### src/inc/tpg_pkg.sv
`default_nettype none
package tpg_pkg;
   // bus geometry
   localparam int ADDR_W = 6;
   localparam int DATA_W = 32;
   localparam int CLK_SEL_W = 2;
   // register byte offsets
   localparam logic [5:0] OFS_ENABLE = 6'h00;
   localparam logic [5:0] OFS_RUN = 6'h04;
   localparam logic [5:0] OFS_CTRL = 6'h08;
   localparam logic [5:0] OFS_MODE = 6'h0C;
   localparam logic [5:0] OFS_FFCTRL = 6'h10;
   localparam logic [5:0] OFS_DUTY = 6'h14;
   localparam logic [5:0] OFS_PERIOD = 6'h18;
   localparam logic [5:0] OFS_CAPTURE = 6'h1C;
   localparam logic [5:0] OFS_SNAPSHOT = 6'h20;
   // field positions
   localparam int EN_BIT = 7;
   localparam int RUN_BIT = 0;
   localparam int PSC_RUN_BIT = 2;
   localparam int DBUF_BIT = 7;
   localparam int POL_BIT = 5;
   localparam int TRIG_LSB = 0;
   localparam int CLKSEL_LSB = 0;
   localparam int CLR_BIT = 2;
   localparam int CAPM_LSB = 3;
   localparam int FFCMD_LSB = 0;
   localparam int INV_DUTY_BIT = 2;
   localparam int INV_PER_BIT = 3;
   // codes
   localparam logic [1:0] CLK_EXT = 2'h0;
   localparam logic [1:0] CLK_T1 = 2'h1;
   localparam logic [1:0] CLK_T4 = 2'h2;
   localparam logic [1:0] CLK_T16 = 2'h3;
   localparam logic [1:0] TRIG_EXT = 2'h1;
   localparam logic [1:0] CAP_RISE = 2'h1;
   localparam logic [1:0] FF_INVERT = 2'h0;
   localparam logic [1:0] FF_SET = 2'h1;
   localparam logic [1:0] FF_CLEAR = 2'h2;
   // reset values
   localparam logic [15:0] RST_CMP = 16'h0000;
   localparam logic [1:0] RST_CLKSEL = 2'h0;
   localparam logic [1:0] RST_CAPM = 2'h0;
   // prescaler: first tick divides the clock by this count
   localparam int unsigned PRESC_DIV_DEF = 2;
endpackage
`default_nettype wire

### src/hdl/tpg_timer_pulse_generator.sv
// Behaviour
// - pulse output polarity selectable, low-active or high-active
// - toggle flip-flop inverts on duty or period match, drives pulse pin
// - double buffered duty copied to active duty on period match
// - control bit 7 enables duty double buffering, clear means immediate
// - duty and period are 16-bit, byte writable, compared with counter
// - flip-flop control write can clear output flip-flop before counting
// - mode selects prescaler tick 01/10/11, capture off, clear on period
// - trigger mode code 01 counts rising edges of trigger pin
// - both inversion enables set: invert on either compare match; code leaves the flip-flop unchanged when both match in one cycle
// - run bit set lets counter advance on trigger edges
// - trigger rising edge latches counter into capture zero
// - capture latch raises capture interrupt zero
// - run bit clear stops and zeroes counter, set starts from zero
// - duty match raises compare irq zero, period match irq one
// - command 00 inverts, 01 sets, 10 clears the flip-flop
//
// Implementation choices: the Avalon-MM slave port and the address map.
`timescale 1ns/1ns
`default_nettype none
module tpg_timer_pulse_generator #(
   parameter int unsigned PRESC_DIV = tpg_pkg::PRESC_DIV_DEF
) (
   input  wire logic                      i_mclk,              // 25 MHz clock
   input  wire logic                      i_nrst,              // sync reset, low active
   input  wire logic [tpg_pkg::ADDR_W-1:0] i_avs_address,      // byte address
   input  wire logic                      i_avs_read,          // read request
   input  wire logic                      i_avs_write,         // write request
   input  wire logic [tpg_pkg::DATA_W-1:0] i_avs_writedata,    // write data
   input  wire logic [3:0]                i_avs_byteenable,    // byte lanes
   output logic      [tpg_pkg::DATA_W-1:0] o_avs_readdata,     // read data
   output logic                           o_avs_waitrequest,   // slave stall
   input  wire logic                      i_trigger_in_pin,    // async trigger pin
   output logic                           o_pulse_out_pin,     // pulse output
   output logic                           o_compare_irq_zero,  // duty match pulse
   output logic                           o_compare_irq_one,   // period match pulse
   output logic                           o_capture_irq_zero   // capture pulse
);
   import tpg_pkg::*;

   typedef struct packed {
      logic [1:0]  trig_sync;
      logic        trig_prev;
      logic        en;
      logic        run;
      logic        psc_run;
      logic        dbuf;
      logic        pol;
      logic [1:0]  trig_start;
      logic [1:0]  clk_sel;
      logic        clr_match;
      logic [1:0]  cap_mode;
      logic        inv_duty;
      logic        inv_period;
      logic        toggle;
      logic [15:0] cnt;
      logic        adv;
      logic [15:0] duty_buf;
      logic [15:0] duty;
      logic [15:0] period;
      logic [15:0] cap0;
      logic        irq0;
      logic        irq1;
      logic        irqc;
      logic        out;
      logic        ack;
      logic [31:0] rdata;
   } tpg_state_t;

   tpg_state_t s;
   tpg_state_t n;

   logic        req;
   logic        wr_take;
   logic [3:0]  widx;
   logic        ext_edge;
   logic        cnt_en;
   logic        ext_mode;
   logic        psc_tick;
   logic        cnt_evt;
   logic        m_duty;
   logic        m_period;
   logic        hw_toggle;
   logic [15:0] wr16;

   function automatic logic [15:0] merge16(input logic [15:0] old,
                                           input logic [31:0] wd,
                                           input logic [3:0]  be);
      merge16 = {be[1] ? wd[15:8] : old[15:8], be[0] ? wd[7:0] : old[7:0]};
   endfunction

   function automatic logic [31:0] rd_mux(input tpg_state_t st, input logic [3:0] idx);
      case (idx)
         OFS_ENABLE[5:2]:   rd_mux = {24'h000000, st.en, 7'h00};
         OFS_RUN[5:2]:      rd_mux = {29'h00000000, st.psc_run, 1'b0, st.run};
         OFS_CTRL[5:2]:     rd_mux = {24'h000000, st.dbuf, 1'b0, st.pol, 3'h0, st.trig_start};
         OFS_MODE[5:2]:     rd_mux = {27'h0000000, st.cap_mode, st.clr_match, st.clk_sel};
         OFS_FFCTRL[5:2]:   rd_mux = {27'h0000000, st.toggle, st.inv_period, st.inv_duty,
                                      2'h3};
         OFS_DUTY[5:2]:     rd_mux = {16'h0000, st.duty};
         OFS_PERIOD[5:2]:   rd_mux = {16'h0000, st.period};
         OFS_CAPTURE[5:2]:  rd_mux = {16'h0000, st.cap0};
         OFS_SNAPSHOT[5:2]: rd_mux = {16'h0000, st.cnt};
         default:           rd_mux = 32'h00000000;
      endcase
   endfunction

   ////////////////////////////////////////////////////////////////////////////
   // bus handshake: one wait state, read data registered in that wait state

   assign req = i_avs_read | i_avs_write;
   assign o_avs_waitrequest = req & ~s.ack;
   assign wr_take = i_avs_write & s.ack;
   assign widx = i_avs_address[ADDR_W-1:2];
   assign wr16 = merge16(s.duty_buf, i_avs_writedata, i_avs_byteenable);

   ////////////////////////////////////////////////////////////////////////////
   // count source and compare

   tpg_prescaler #(
      .DIV (PRESC_DIV)
   ) u_prescaler (
      .i_mclk (i_mclk),
      .i_nrst (i_nrst),
      .i_run  (s.en & s.psc_run),
      .i_sel  (s.clk_sel),
      .o_tick (psc_tick)
   );

   assign ext_edge = s.trig_sync[1] & ~s.trig_prev;
   assign cnt_en = s.en & s.run;
   assign ext_mode = (s.trig_start == TRIG_EXT) | (s.clk_sel == CLK_EXT);
   assign cnt_evt = cnt_en & (ext_mode ? ext_edge : psc_tick);
   // compare right after a count step (increment or clear) only, and only while running: no stray irq after stop
   assign m_duty = s.adv & cnt_en & (s.cnt == s.duty);
   assign m_period = s.adv & cnt_en & (s.cnt == s.period);
   assign hw_toggle = (m_duty & s.inv_duty) ^ (m_period & s.inv_period);

   always_comb begin
      n = s;
      n.trig_sync = {s.trig_sync[0], i_trigger_in_pin};
      n.trig_prev = s.trig_sync[1];
      n.ack = req & ~s.ack;
      n.irq0 = m_duty;
      n.irq1 = m_period;
      n.irqc = 1'b0;
      n.adv = 1'b0;
      if (!s.ack) begin
         n.rdata = rd_mux(s, widx);
      end
      if (!cnt_en) begin
         n.cnt = 16'h0000;
      end else if (cnt_evt) begin
         n.adv = 1'b1;
         if (s.clr_match && (s.cnt == s.period)) begin
            n.cnt = 16'h0000;
         end else begin
            n.cnt = s.cnt + 16'h0001;
         end
      end
      if (s.en && (s.cap_mode == CAP_RISE) && ext_edge) begin
         n.cap0 = s.cnt;
         n.irqc = 1'b1;
      end
      if (hw_toggle) begin
         n.toggle = ~s.toggle;
      end
      if (m_period && s.dbuf) begin
         n.duty = s.duty_buf;
      end
      if (wr_take && i_avs_byteenable[0]) begin
         case (widx)
            OFS_ENABLE[5:2]: n.en = i_avs_writedata[EN_BIT];
            OFS_RUN[5:2]: begin
               n.run = i_avs_writedata[RUN_BIT];
               n.psc_run = i_avs_writedata[PSC_RUN_BIT];
            end
            OFS_CTRL[5:2]: begin
               n.dbuf = i_avs_writedata[DBUF_BIT];
               n.pol = i_avs_writedata[POL_BIT];
               n.trig_start = i_avs_writedata[TRIG_LSB+:2];
            end
            OFS_MODE[5:2]: begin
               n.clk_sel = i_avs_writedata[CLKSEL_LSB+:2];
               n.clr_match = i_avs_writedata[CLR_BIT];
               n.cap_mode = i_avs_writedata[CAPM_LSB+:2];
            end
            OFS_FFCTRL[5:2]: begin
               n.inv_duty = i_avs_writedata[INV_DUTY_BIT];
               n.inv_period = i_avs_writedata[INV_PER_BIT];
               // a software command overrides a match toggle in the same cycle
               case (i_avs_writedata[FFCMD_LSB+:2])
                  FF_INVERT: n.toggle = ~s.toggle;
                  FF_SET:    n.toggle = 1'b1;
                  FF_CLEAR:  n.toggle = 1'b0;
                  default:   n.toggle = n.toggle;
               endcase
            end
            default: n.en = n.en;
         endcase
      end
      if (wr_take) begin
         case (widx)
            OFS_DUTY[5:2]: begin
               n.duty_buf = wr16;
               // a stopped counter makes the buffer transparent
               if (!(s.dbuf && cnt_en)) begin
                  n.duty = wr16;
               end
            end
            OFS_PERIOD[5:2]: n.period = merge16(s.period, i_avs_writedata,
                                                i_avs_byteenable);
            default: n.period = n.period;
         endcase
      end
      n.out = n.toggle ^ n.pol;
   end

   always_ff @(posedge i_mclk) begin
      if (!i_nrst) begin
         s <= '0;
         s.clk_sel <= RST_CLKSEL;
         s.cap_mode <= RST_CAPM;
         s.duty_buf <= RST_CMP;
         s.duty <= RST_CMP;
         s.period <= RST_CMP;
      end else begin
         s <= n;
      end
   end

   assign o_avs_readdata = s.rdata;
   assign o_pulse_out_pin = s.out;
   assign o_compare_irq_zero = s.irq0;
   assign o_compare_irq_one = s.irq1;
   assign o_capture_irq_zero = s.irqc;
endmodule // tpg_timer_pulse_generator
`default_nettype wire

### src/hdl/tpg_prescaler.sv
`timescale 1ns/1ns
`default_nettype none
module tpg_prescaler #(
   parameter int unsigned DIV = tpg_pkg::PRESC_DIV_DEF
) (
   input  wire logic                         i_mclk,  // system clock
   input  wire logic                         i_nrst,  // sync reset, low active
   input  wire logic                         i_run,   // prescaler running
   input  wire logic [tpg_pkg::CLK_SEL_W-1:0] i_sel,  // tick select code
   output logic                              o_tick   // one-cycle count tick
);
   import tpg_pkg::*;

   localparam int CW = $clog2(DIV + 1);

   typedef struct packed {
      logic [CW-1:0] base;
      logic [3:0]    t1n;
      logic          tick;
   } tpg_psc_state_t;

   tpg_psc_state_t s;
   tpg_psc_state_t n;

   always_comb begin
      logic t1;
      t1 = 1'b0;
      n = s;
      if (!i_run) begin
         n.base = '0;
         n.t1n = 4'h0;
      end else if (s.base == CW'(DIV - 1)) begin
         n.base = '0;
         n.t1n = s.t1n + 4'h1;
         t1 = 1'b1;
      end else begin
         n.base = s.base + CW'(1);
      end
      // slower ticks are decimations of the fastest, so all stay phase aligned
      case (i_sel)
         CLK_T1:  n.tick = t1;
         CLK_T4:  n.tick = t1 & (s.t1n[1:0] == 2'h3);
         CLK_T16: n.tick = t1 & (s.t1n == 4'hF);
         default: n.tick = 1'b0;
      endcase
   end

   always_ff @(posedge i_mclk) begin
      if (!i_nrst) begin
         s <= '0;
      end else begin
         s <= n;
      end
   end

   assign o_tick = s.tick;
endmodule // tpg_prescaler
`default_nettype wire

### config.mk
export PLATFORM = sky130hd
export DESIGN_NAME = tpg_timer_pulse_generator
export DESIGN_NICKNAME = d
export VERILOG_FILES = /design/src/inc/tpg_pkg.sv /design/src/hdl/tpg_timer_pulse_generator.sv /design/src/hdl/tpg_prescaler.sv
export SDC_FILE = /design/constraint.sdc
export NUM_CORES = 1
export LEC_CHECK = 0
export ABC_CLOCK_PERIOD_IN_PS = 2300
export BUFFER_PORTS_ARGS = -buffer_cell sky130_fd_sc_hd__buf_2
export CORE_MARGIN = 2
export CORE_UTILIZATION = 40
export CTS_CLUSTER_SIZE = 12
export DETAILED_ROUTE_END_ITERATION = 10
export PLACE_DENSITY_LB_ADDON = 0.25
export SLEW_MARGIN = 20
export SYNTH_ARGS = -nofsm -noshare
export SYNTH_HDL_FRONTEND = slang
export SYNTH_SLANG_ARGS = --single-unit
### constraint.sdc
create_clock -name i_mclk -period 2.3 [get_ports i_mclk]
set_input_delay 0.115 -clock i_mclk [delete_from_list [all_inputs] [get_ports i_mclk]]
set_output_delay 0.115 -clock i_mclk [all_outputs]
set_load 0.02 [all_outputs]
==> run metrics, run 1 <==
result of the run completed; Max clock buf depth 2; final count of hold timing violations 0; die width approximately 130 um; critical path startpoint category flip-flop; cell chosen for the clock root clkbuf_16; top area cells in the synthesized netlist dfxtp_1, nand2_1, a21oi_1, nor2_1, xnor2_1; final max-slew violation count 0; Max Fclk 451.1 MHz; number of flops mapped to enable cells by yosys 0; critical path data required time 2.56 ns; proportion of layout cells with a drive suffix above 1 19.26%; Clock Power Share roughly half; first-pass GRT wire length 27.98 mm; relative contribution of sequential cells to total power around 44%; fraction of registers with async set/reset 0%; final worst setup slack 0.08301 ns; final critical delay including setup and external delays 2.217 ns; Critical Path Sink Type flip-flop; Worst path top cell family by delay simple AND/OR/NAND/NOR gates; worst-case reg-to-reg path depth 8; antenna viol nets, final 0; Util after Layout 48.25%; area of the die about 0.016 sq mm; count of buffer and inverter cells on the critical path 1; largest area contributor in the synthesized netlist dfxtp_1; Fin Hold WS 0.02046 ns; TritonCTS buffer count 17; maximum vdd drop 0.5353 mV; unrepaired setup endpoints after global routing no; Pre-antenna DRT Iters 5; signal arrival time at the worst endpoint ~2.5 ns; Min-Delay Path Class primary input to flip-flop; later-pin clock latency in the skew report 0.42 ns; TritonCTS clock tree yes; Final nets ~850; vias after detailed routing 5507; CTS H-Tree Depth 4; sequence of cells on the critical path xnor2_1 > nand4_1 > nor4_1 > buf_4 > nand2_1 > or2_2 > nand2_1 > a32oi_1; Internal 3.947 mW; number of synthesized register bits 127; effective utilization at floorplan 40.64%; Final GP Congestion 0.8731; reported leakage power 2.686 nW; beginning of the critical path s[105]$_SDFFE_PN0P_; instance count of the mapped netlist 745; most used flip-flop cell after synthesis dfxtp_1; crit share post-route 96.39%; post-synth top area share 41.46%; register clock-pin slew on the reported worst setup and hold paths 0.06 ns; distinct cell type count after synthesis 55; GR Util All Layers 22.14%; post-synthesis average cell area roughly 8.2 sq um; total I/O pin count 84; standard-cell row count 45; Clock Sink Count 127; grt ovf 0; Setup Skew 0.009832 ns; worst reg-to-reg setup slack about 0.083 ns; path type of the worst setup path flip-flop to flip-flop; max-cap check violation count 0; number of warnings issued by yosys 0; reg2reg start s[105]$_SDFFE_PN0P_; end point of the critical path s[84]$_SDFF_PN0_; number of I/O port buffers 47; Logic pwr share 5.2%; core area 0.01509 sq mm; Cell Area, Synth 0.006132 sq mm; drt total wl 17.73 mm; via count of the first global-routing pass 5252; CP max stage delay ~0.52 ns; transition time at the pin with the least slew margin 0.7678 ns; Slew headroom between 40% and 50%; half-perimeter wire length of the detailed placement result 12.70 mm; proportion of synthesized chip area in sequential cells 41.46%; height of the die 127.8 um; average routed wire per standard cell approximately 18 um; Inserted Diodes 0; CP most frequent cell nand2_1; Vias per Instance about 5.5; CP max FO 16; drc violations 0; iteration-0 DRC count of the detailed router 520; setup TNS 0 ns; pwr/cell area just under 700 mW/mm^2; Area Overhead vs Synth 18.73%; antenna violations before repair 0; cell type of the slowest stage on the worst timing path dfxtp_1; switching share of power 21.85%; Worst Hold Path Cells 3; Crit Reg-Reg Endpoint s[84]$_SDFF_PN0_; Setup Fix Bufs, Post-CTS 0; largest net degree at the start of global routing 35; Final Setup Violations 0; switching power between 1 and 1.5 mW; critical path depth in cells 8; worst slack at placement -0.08787 ns
==> how the worst min path moves through the flow <==
| stage | start | endpoint |
|---|---|---|
| 6_report | i_avs_writedata[7] | s[60]$_SDFFE_PN0P_ |
| 5_1_grt | i_avs_writedata[3] | s[56]$_SDFFE_PN0P_ |
| 4_1_cts | i_avs_writedata[7] | s[60]$_SDFFE_PN0P_ |
| 3_5_place_dp | i_trigger_in_pin | n[135]$_SDFF_PN0_ |
| 3_3_place_gp | i_trigger_in_pin | n[135]$_SDFF_PN0_ |
| 2_1_floorplan | i_trigger_in_pin | n[135]$_SDFF_PN0_ |
==> layer usage <==
layer / vias up / routed length [um] / GRT usage [%]
met3: 22 / 1314 / 4.800
met1: 2615 / 8095 / 30.30
li1: 2657 / - / -
met4: 0 / 331 / 8.339
met5: - / 0 / 0
met2: 213 / 7991 / 34.32
==> synthesized netlist by cell type (2+ instances only) <==
cell type  number
or4b_1          2
buf_4          32
clkbuf_1       35
nand4_1         9
and3_1          6
nor3_1          8
buf_6           2
xor2_1         20
buf_1           4
inv_1           7
o21ai_0        21
xnor2_1        28
a21oi_1        69
buf_2          14
a22oi_1        29
nor2b_1         4
nand2b_1        3
ha_1            3
or3_1           4
and4_1          3
a31oi_1         8
mux2i_1        11
nor2_1         91
nor3b_2         2
mux2_2         16
a211oi_1        2
a32oi_1        16
nand2_1       111
dfxtp_1       127
nor4_1          6
nand3_1        21
a222oi_1        4
and2_1          5
==> stage by stage <==
stage               total power [mW]  instances  cell area (sq um)
floorplan                      2.431        760               6188
global placement               2.500        958               6561
detailed placement             2.505        958               6561
CTS                            5.081       1003               7259
global route                   5.211       1003               7281
finish                         5.051       1003               7281
==> cells in the final DEF, fill, tap and decap left out, types with 17 or more instances in the layout <==
master / instances
a21oi_1: 69
a22oi_1: 29
buf_2: 47
buf_4: 50
clkbuf_16: 17
dfxtp_1: 124
nand2_1: 111
nand3_1: 21
nor2_1: 89
o21ai_0: 21
xnor2_1: 28
xor2_1: 20
==> sequential cells by signal, indices dropped and copies added (netlist names) <==
register	count
s	98
o_avs_readdata	16
u_prescaler.s	6
n	2
o_capture_irq_zero	1
o_compare_irq_one	1
o_compare_irq_zero	1
o_pulse_out_pin	1
u_prescaler.o_tick	1
==> worst register-to-register path, delay by kind of cell (launching register included) <==
family | cells | cell delay, ns
simple gates | 5 | 1.08
flops | 1 | 0.52
xor+xnor | 1 | 0.18
buf+inv | 1 | 0.18
compound gates | 1 | 0.09
==> logic make-up after synthesis <==
family | synth area share, %
compound gates | 16.00
xor+xnor | 6.856
fa+ha+maj | 0.6122
buf+inv | 8.243
flops | 41.46
mux | 5.101
other cells | 0.06115
simple gates | 21.67
==> cell type report <==
| cell class | instances | area [sq um] |
|---|---|---|
| clock buffer | 26 | 479.2 |
| tap | 188 | 235.2 |
| multi-input combinational | 539 | 3171 |
| fill | 1442 | 7809 |
| timing repair buffer | 110 | 740.7 |
| inverter | 7 | 26.28 |
| clock inverter | 6 | 82.58 |
| sequential | 127 | 2546 |
==> timing repair <==
item,4_1_cts,5_1_grt
cloned,0,0
endpoints found under the setup margin,2,2
endpoints found under the hold margin,13,0
gates resized for setup,1,6
hold buffers,13,0
pin swaps,0,1
==> power groups by stage <==
stage / Clock [mW] / Sequential [mW] / Combinational [mW]
floorplan: 0 / 2.26 / 0.167
global placement: 0 / 2.27 / 0.234
CTS: 2.60 / 2.22 / 0.257
finish: 2.57 / 2.22 / 0.262
detailed placement: 0 / 2.27 / 0.239
global route: 2.71 / 2.22 / 0.280
(Power assumes the default switching activity.)
==> run 2, diff against run 1 <==
Settings changed: GPL_TIMING_DRIVEN set to 0.
==> run metrics, run 2 (synthesis gave the netlist of run 1 again) <==
result of the run completed; commonest non-fill, non-tap cells in the layout dfxtp_1, nand2_1, nor2_1; Slew headroom 40.98% (-7.8 points); Final nets 879 (+3.2%); iteration-0 DRC count of the detailed router 434 (-17%); max-cap check violation count 0 (unchanged); global routing met3 resource utilization 4.424% (-0.38 points); Max clock buf depth 2 (unchanged); count of buffer and inverter cells on the critical path 0 (-1); drc violations 0 (unchanged); total I/O pin count 84 (unchanged); Most flops, register s; Min-Delay Path Class primary input to flip-flop; critical path data required time 2.66 ns (+0.10 ns); Clock Power Share 52.2% (+1.3 points); antenna viol nets, final 0 (unchanged); worst reg-to-reg setup slack 0.06 ns (-0.02 ns); TritonCTS buffer count 17 (unchanged); proportion of layout cells with a drive suffix above 1 19.86% (+0.59 points); switching power 1.162 mW (+5.3%); Logic pwr share 5.3% (about the same); cell type of the slowest stage on the worst timing path or4b_1; vias after detailed routing 5409 (-1.8%); number of I/O port buffers 42 (-11%); area of the die 0.01634 sq mm (unchanged); path type of the worst setup path flip-flop to flip-flop; register clock-pin slew on the reported worst setup and hold paths 0.05 ns (about the same); signal arrival time at the worst endpoint 2.60 ns (+0.13 ns); largest net degree at the start of global routing 17 (-51%); antenna violations before repair 0 (unchanged); most used routing layer in global routing met2; height of the die 127.8 um (unchanged); post-route non-filler standard cell count 1029 (+2.6%); Max Fclk 446.2 MHz (-1.1%); Inserted Diodes 0 (unchanged); final count of hold timing violations 0 (unchanged); sequence of cells on the critical path xor2_1 > nor4_4 > and3_1 > a31oi_1 > or4b_1 > o2111a_1 > nand2_1; Critical Path Sink Type flip-flop; fraction of met1 tracks used by global routing 29.98% (-0.31 points); crit share post-route 97.44% (+1.1 points); effective utilization at floorplan 40.64% (unchanged); cell count after placement 990 (+3.3%); drt total wl 16.86 mm (-4.9%); Area Overhead vs Synth 22.28%; average routed wire per standard cell 16.38 um (-7.3%); maximum vdd drop 0.5180 mV (-3.2%); grt ovf 0 (unchanged); flip-flop count of the largest register, all copies and words added 98 (unchanged); global-route met2 utilization 32.15% (-2.2 points); Clock Sink Count 127 (unchanged); Worst path top cell family by delay simple AND/OR/NAND/NOR gates; transition time at the pin with the least slew margin 0.8786 ns (+0.1108 ns); reported leakage power 2.755 nW (+2.6%); CP max FO 7 (-9); Setup Skew 0.008053 ns (-0.001779 ns); core area 0.01509 sq mm (unchanged); relative contribution of sequential cells to total power 42.5% (-1.5 points); CP max stage delay 0.54 ns (+0.02 ns); Final Setup Violations 0 (unchanged); pwr/cell area 697.1 mW/mm^2 (+0.48%); Final GP Congestion 0.9131 (+4.6%); via count of the first global-routing pass 4794 (-8.7%); CTS H-Tree Depth 4 (unchanged); most common cell after layout, fill and taps aside dfxtp_1; cell chosen for the clock root clkbuf_16; first-pass GRT wire length 26.38 mm (-5.7%); standard-cell row count 45 (unchanged); Pre-antenna DRT Iters 5 (unchanged); die width 127.8 um (unchanged); Vias per Instance 5.257 (-4.3%); TritonCTS clock tree yes; half-perimeter wire length of the detailed placement result 12.46 mm (-1.9%); final max-slew violation count 0 (unchanged); critical path startpoint category flip-flop; final critical delay including setup and external delays 2.241 ns (+0.02418 ns); Internal 4.065 mW (+3.0%); setup TNS 0 ns (unchanged); GR Util All Layers 21.17% (-0.97 points); switching share of power 22.24% (+0.38 points); later-pin clock latency in the skew report 0.42 ns (about the same); Layout fillers 1453 (+0.76%)
-- run 2: per-stage QoR --
step                      setup WS (ns)  hold slack (ns)  power (mW)  instance area, sq um  util [%]
after global placement          -0.5038           0.3249       2.520                  6634     43.96
after floorplan                  0.1746           0.2423       2.431                  6188         -
after detailed placement        -0.5454           0.3269       2.520                  6634     43.96
final                           0.05883          0.02039       5.227                  7498     49.69
after CTS                      0.004698        0.0008768       5.255                  7406     49.08
after global routing           -0.01494          0.01762       5.398                  7498     49.69
-- run 2: final cells by class --
class	count	area (sq um)	area share, %
multi-input cells	539	3257	43.43
repair buffers	59	372.9	4.972
plain buffers	78	459.2	6.124
flip-flops and latches	127	2551	34.02
inverters	7	26.28	0.3504
well taps	188	235.2	3.137
clock buffers	21	460.4	6.141
clock inverters	10	136.4	1.819
-- run 2: final timing paths --
kind | cells past startpoint | start | to
hold reg to reg | 1 | n[135]$_SDFF_PN0_ | n[133]$_SDFF_PN0_
setup reg to reg | 7 | s[116]$_SDFFE_PN0P_ | o_pulse_out_pin$_SDFF_PN0_
setup / recovery | 7 | s[116]$_SDFFE_PN0P_ | o_pulse_out_pin$_SDFF_PN0_
hold / removal | 3 | i_avs_writedata[1] | s[54]$_SDFFE_PN0P_
-- run 2: power by group through the flow --
stage	clock [mW]	combinational (mW)	sequential, mW
floorplan	0	0.167	2.26
global placement	0	0.251	2.27
detailed placement	0	0.252	2.27
CTS	2.76	0.273	2.22
global route	2.88	0.300	2.22
finish	2.73	0.278	2.22
-- run 2: metal layers --
| metal | share of wire (%) | up-vias |
|---|---|---|
| met5 | 0 | - |
| li1 | - | 2713 |
| met1 | 48 | 2492 |
| met4 | 1.9 | 0 |
| met3 | 6.0 | 23 |
| met2 | 44 | 181 |
-- run 2: worst register-to-register path, stage by stage, from the launching register on --
cell and delay [ns]:
dfxtp_1 0.46, xor2_1 0.18, nor4_4 0.41, and3_1 0.24, a31oi_1 0.15, or4b_1 0.54
o2111a_1 0.15, nand2_1 0.06
-- run 2: what timing repair did --
item | 4_1_cts | 5_1_grt
gates resized for setup | 15 | 17
endpoints found under the hold margin | 15 | 0
endpoints found under the setup margin | 29 | 16
pin swaps | 2 | 4
buffers inserted | 1 | 2
hold buffers | 14 | 0
==> run 3, diff against run 2 <==
Settings changed: CORE_MARGIN 2 to not set.
==> run metrics, run 3 (synthesis gave the netlist of run 1 again) <==
half-perimeter wire length of the detailed placement result 12.57 mm (+0.89%); worst-case reg-to-reg path depth 8 (+1); final critical delay including setup and external delays 2.252 ns (+0.01117 ns); cell chosen for the clock root clkbuf_16; later-pin clock latency in the skew report 0.42 ns (about the same); unrepaired setup endpoints after global routing no; Max clock buf depth 2 (unchanged); Pre-antenna DRT Iters 5 (unchanged); drt total wl 17.31 mm (+2.7%); max-cap check violation count 0 (unchanged); worst reg-to-reg setup slack 0.05 ns (about the same); proportion of layout cells with a drive suffix above 1 20.10% (+0.24 points); die width 125.8 um (-1.6%); placed standard-cell area 0.006629 sq mm (about the same); Inserted Diodes 0 (unchanged); height of the die 125.8 um (-1.6%); commonest non-fill, non-tap cells in the layout dfxtp_1, nand2_1, nor2_1; Layout Cell Area excl Fill 0.007451 sq mm (-0.63%); transition time at the pin with the least slew margin 0.8677 ns (-0.01084 ns); maximum vdd drop 0.4903 mV (-5.4%); pwr/cell area 686.0 mW/mm^2 (-1.6%); Clock Sink Count 127 (unchanged); result of the run completed; Critical Path Sink Type flip-flop; GR Util All Layers 22.31% (+1.1 points); number of I/O port buffers 42 (unchanged); first-pass GRT wire length 27.11 mm (+2.8%); final worst setup slack 0.04766 ns (-0.01117 ns); final count of hold timing violations 0 (unchanged); area of the die 0.01583 sq mm (-3.1%); Final GP Congestion 0.9094 (-0.41%); Worst Hold Path Cells 3 (unchanged); antenna viol nets, final 0 (unchanged); signal arrival time at the worst endpoint 2.61 ns (about the same); average routed wire per standard cell 16.88 um (+3.1%); standard-cell row count 44 (-2.2%); CTS H-Tree Depth 4 (unchanged); path type of the worst setup path flip-flop to flip-flop; WHS Endpoint s[56]$_SDFFE_PN0P_; antenna violations before repair 0 (unchanged); Most flops, register s; Layout fillers 1423 (-2.1%); effective utilization at floorplan 41.56% (+0.92 points); Setup Skew 0.006688 ns (-0.001366 ns); most common cell after layout, fill and taps aside dfxtp_1; reg2reg start s[108]$_SDFFE_PN0P_; Area Overhead vs Synth 21.51%; Slew headroom 41.71% (+0.73 points); worst slack at placement -0.5703 ns (-0.02494 ns); flip-flop count of the largest register, all copies and words added 98 (unchanged); launch instance of the worst min-delay path i_avs_writedata[3]; TritonCTS buffer count 17 (unchanged); critical path startpoint category flip-flop; final max-slew violation count 0 (unchanged); core area 0.01475 sq mm (-2.2%); register clock-pin slew on the reported worst setup and hold paths 0.05 ns (about the same); grt ovf 0 (unchanged); largest net degree at the start of global routing 17 (unchanged); drc violations 0 (unchanged); Vias per Instance 5.364 (+2.0%); Final nets 879 (unchanged); reported leakage power 2.738 nW (-0.60%); Final Setup Violations 0 (unchanged); Min-Delay Path Class primary input to flip-flop; crit share post-route 97.93% (+0.49 points); critical path data required time 2.66 ns (about the same); Max Fclk 444.0 MHz (-0.50%); via count of the first global-routing pass 5054 (+5.4%); Crit Reg-Reg Endpoint o_pulse_out_pin$_SDFF_PN0_; CP max FO 8 (+1); vias after detailed routing 5498 (+1.6%); total I/O pin count 84 (unchanged); TritonCTS clock tree yes; iteration-0 DRC count of the detailed router 472 (+8.8%)
[run 3: worst max-delay path, stage by stage, from the launching register on]
cell and delay (ns):
dfxtp_1 0.29, buf_2 0.17, xor2_1 0.18, nor4_2 0.39
and3_1 0.26, a31oi_1 0.16, or4b_1 0.54, o2111a_1 0.14
nand2_1 0.06
[run 3: worst max path at each step]
| stage | startpoint | end | slack [ns] | cells past startpoint |
|---|---|---|---|---|
| 2_1_floorplan | s[109]$_SDFFE_PN0P_ | s[74]$_SDFF_PN0_ | 0.17 | 10 |
| 3_3_place_gp | s[109]$_SDFFE_PN0P_ | s[79]$_SDFF_PN0_ | -0.54 | 9 |
| 3_5_place_dp | s[113]$_SDFFE_PN0P_ | s[79]$_SDFF_PN0_ | -0.57 | 9 |
| 4_1_cts | s[111]$_SDFFE_PN0P_ | o_pulse_out_pin$_SDFF_PN0_ | 0.03 | 8 |
| 5_1_grt | s[112]$_SDFFE_PN0P_ | o_pulse_out_pin$_SDFF_PN0_ | 0.01 | 9 |
| 6_report | s[108]$_SDFFE_PN0P_ | o_pulse_out_pin$_SDFF_PN0_ | 0.05 | 8 |
[run 3: area by class of cell]
| class | instances | area, sq um | share of cell area [%] |
|---|---|---|---|
| multi-input combinational | 539 | 3234 | 43.41 |
| clock buffer | 22 | 494.2 | 6.633 |
| sequential | 127 | 2551 | 34.24 |
| timing repair buffer | 59 | 372.9 | 5.004 |
| clock inverter | 9 | 83.83 | 1.125 |
| inverter | 7 | 26.28 | 0.3526 |
| buffer | 78 | 457.9 | 6.146 |
| tap | 184 | 230.2 | 3.090 |
[run 3: where the power goes]
part	switching, mW	internal [mW]	leakage (nW)
combinational	0.175	0.104	1.43
sequential	0.0105	2.21	1.03
clock	0.994	1.62	0.276
[run 3: timing repair]
item / 4_1_cts / 5_1_grt
hold buffers: 14 / 0
pin swaps: 2 / 7
resized for setup: 16 / 14
hold endpoints to repair: 16 / 0
buffers inserted: 1 / 2
setup endpoints to repair: 31 / 15
[run 3: routing by layer]
| metal | vias up | wire, um | GRT usage (%) |
|---|---|---|---|
| li1 | 2700 | - | - |
| met4 | 0 | 468 | 10.35 |
| met1 | 2558 | 8355 | 31.35 |
| met2 | 209 | 7452 | 33.07 |
| met5 | - | 0 | 0 |
| met3 | 31 | 1030 | 4.121 |
[run 3: through the flow]
stage | instances | util (%) | setup TNS (ns) | power [mW] | hold WS (ns)
after floorplan | 760 | - | 0 | 2.431 | 0.2423
after global placement | 986 | 44.93 | -10.25 | 2.520 | 0.3265
after detailed placement | 986 | 44.93 | -10.17 | 2.520 | 0.3316
after CTS | 1023 | 49.97 | 0 | 5.129 | 0.003340
after global routing | 1025 | 50.50 | 0 | 5.258 | 0.009390
final | 1025 | 50.50 | 0 | 5.111 | 0.01512
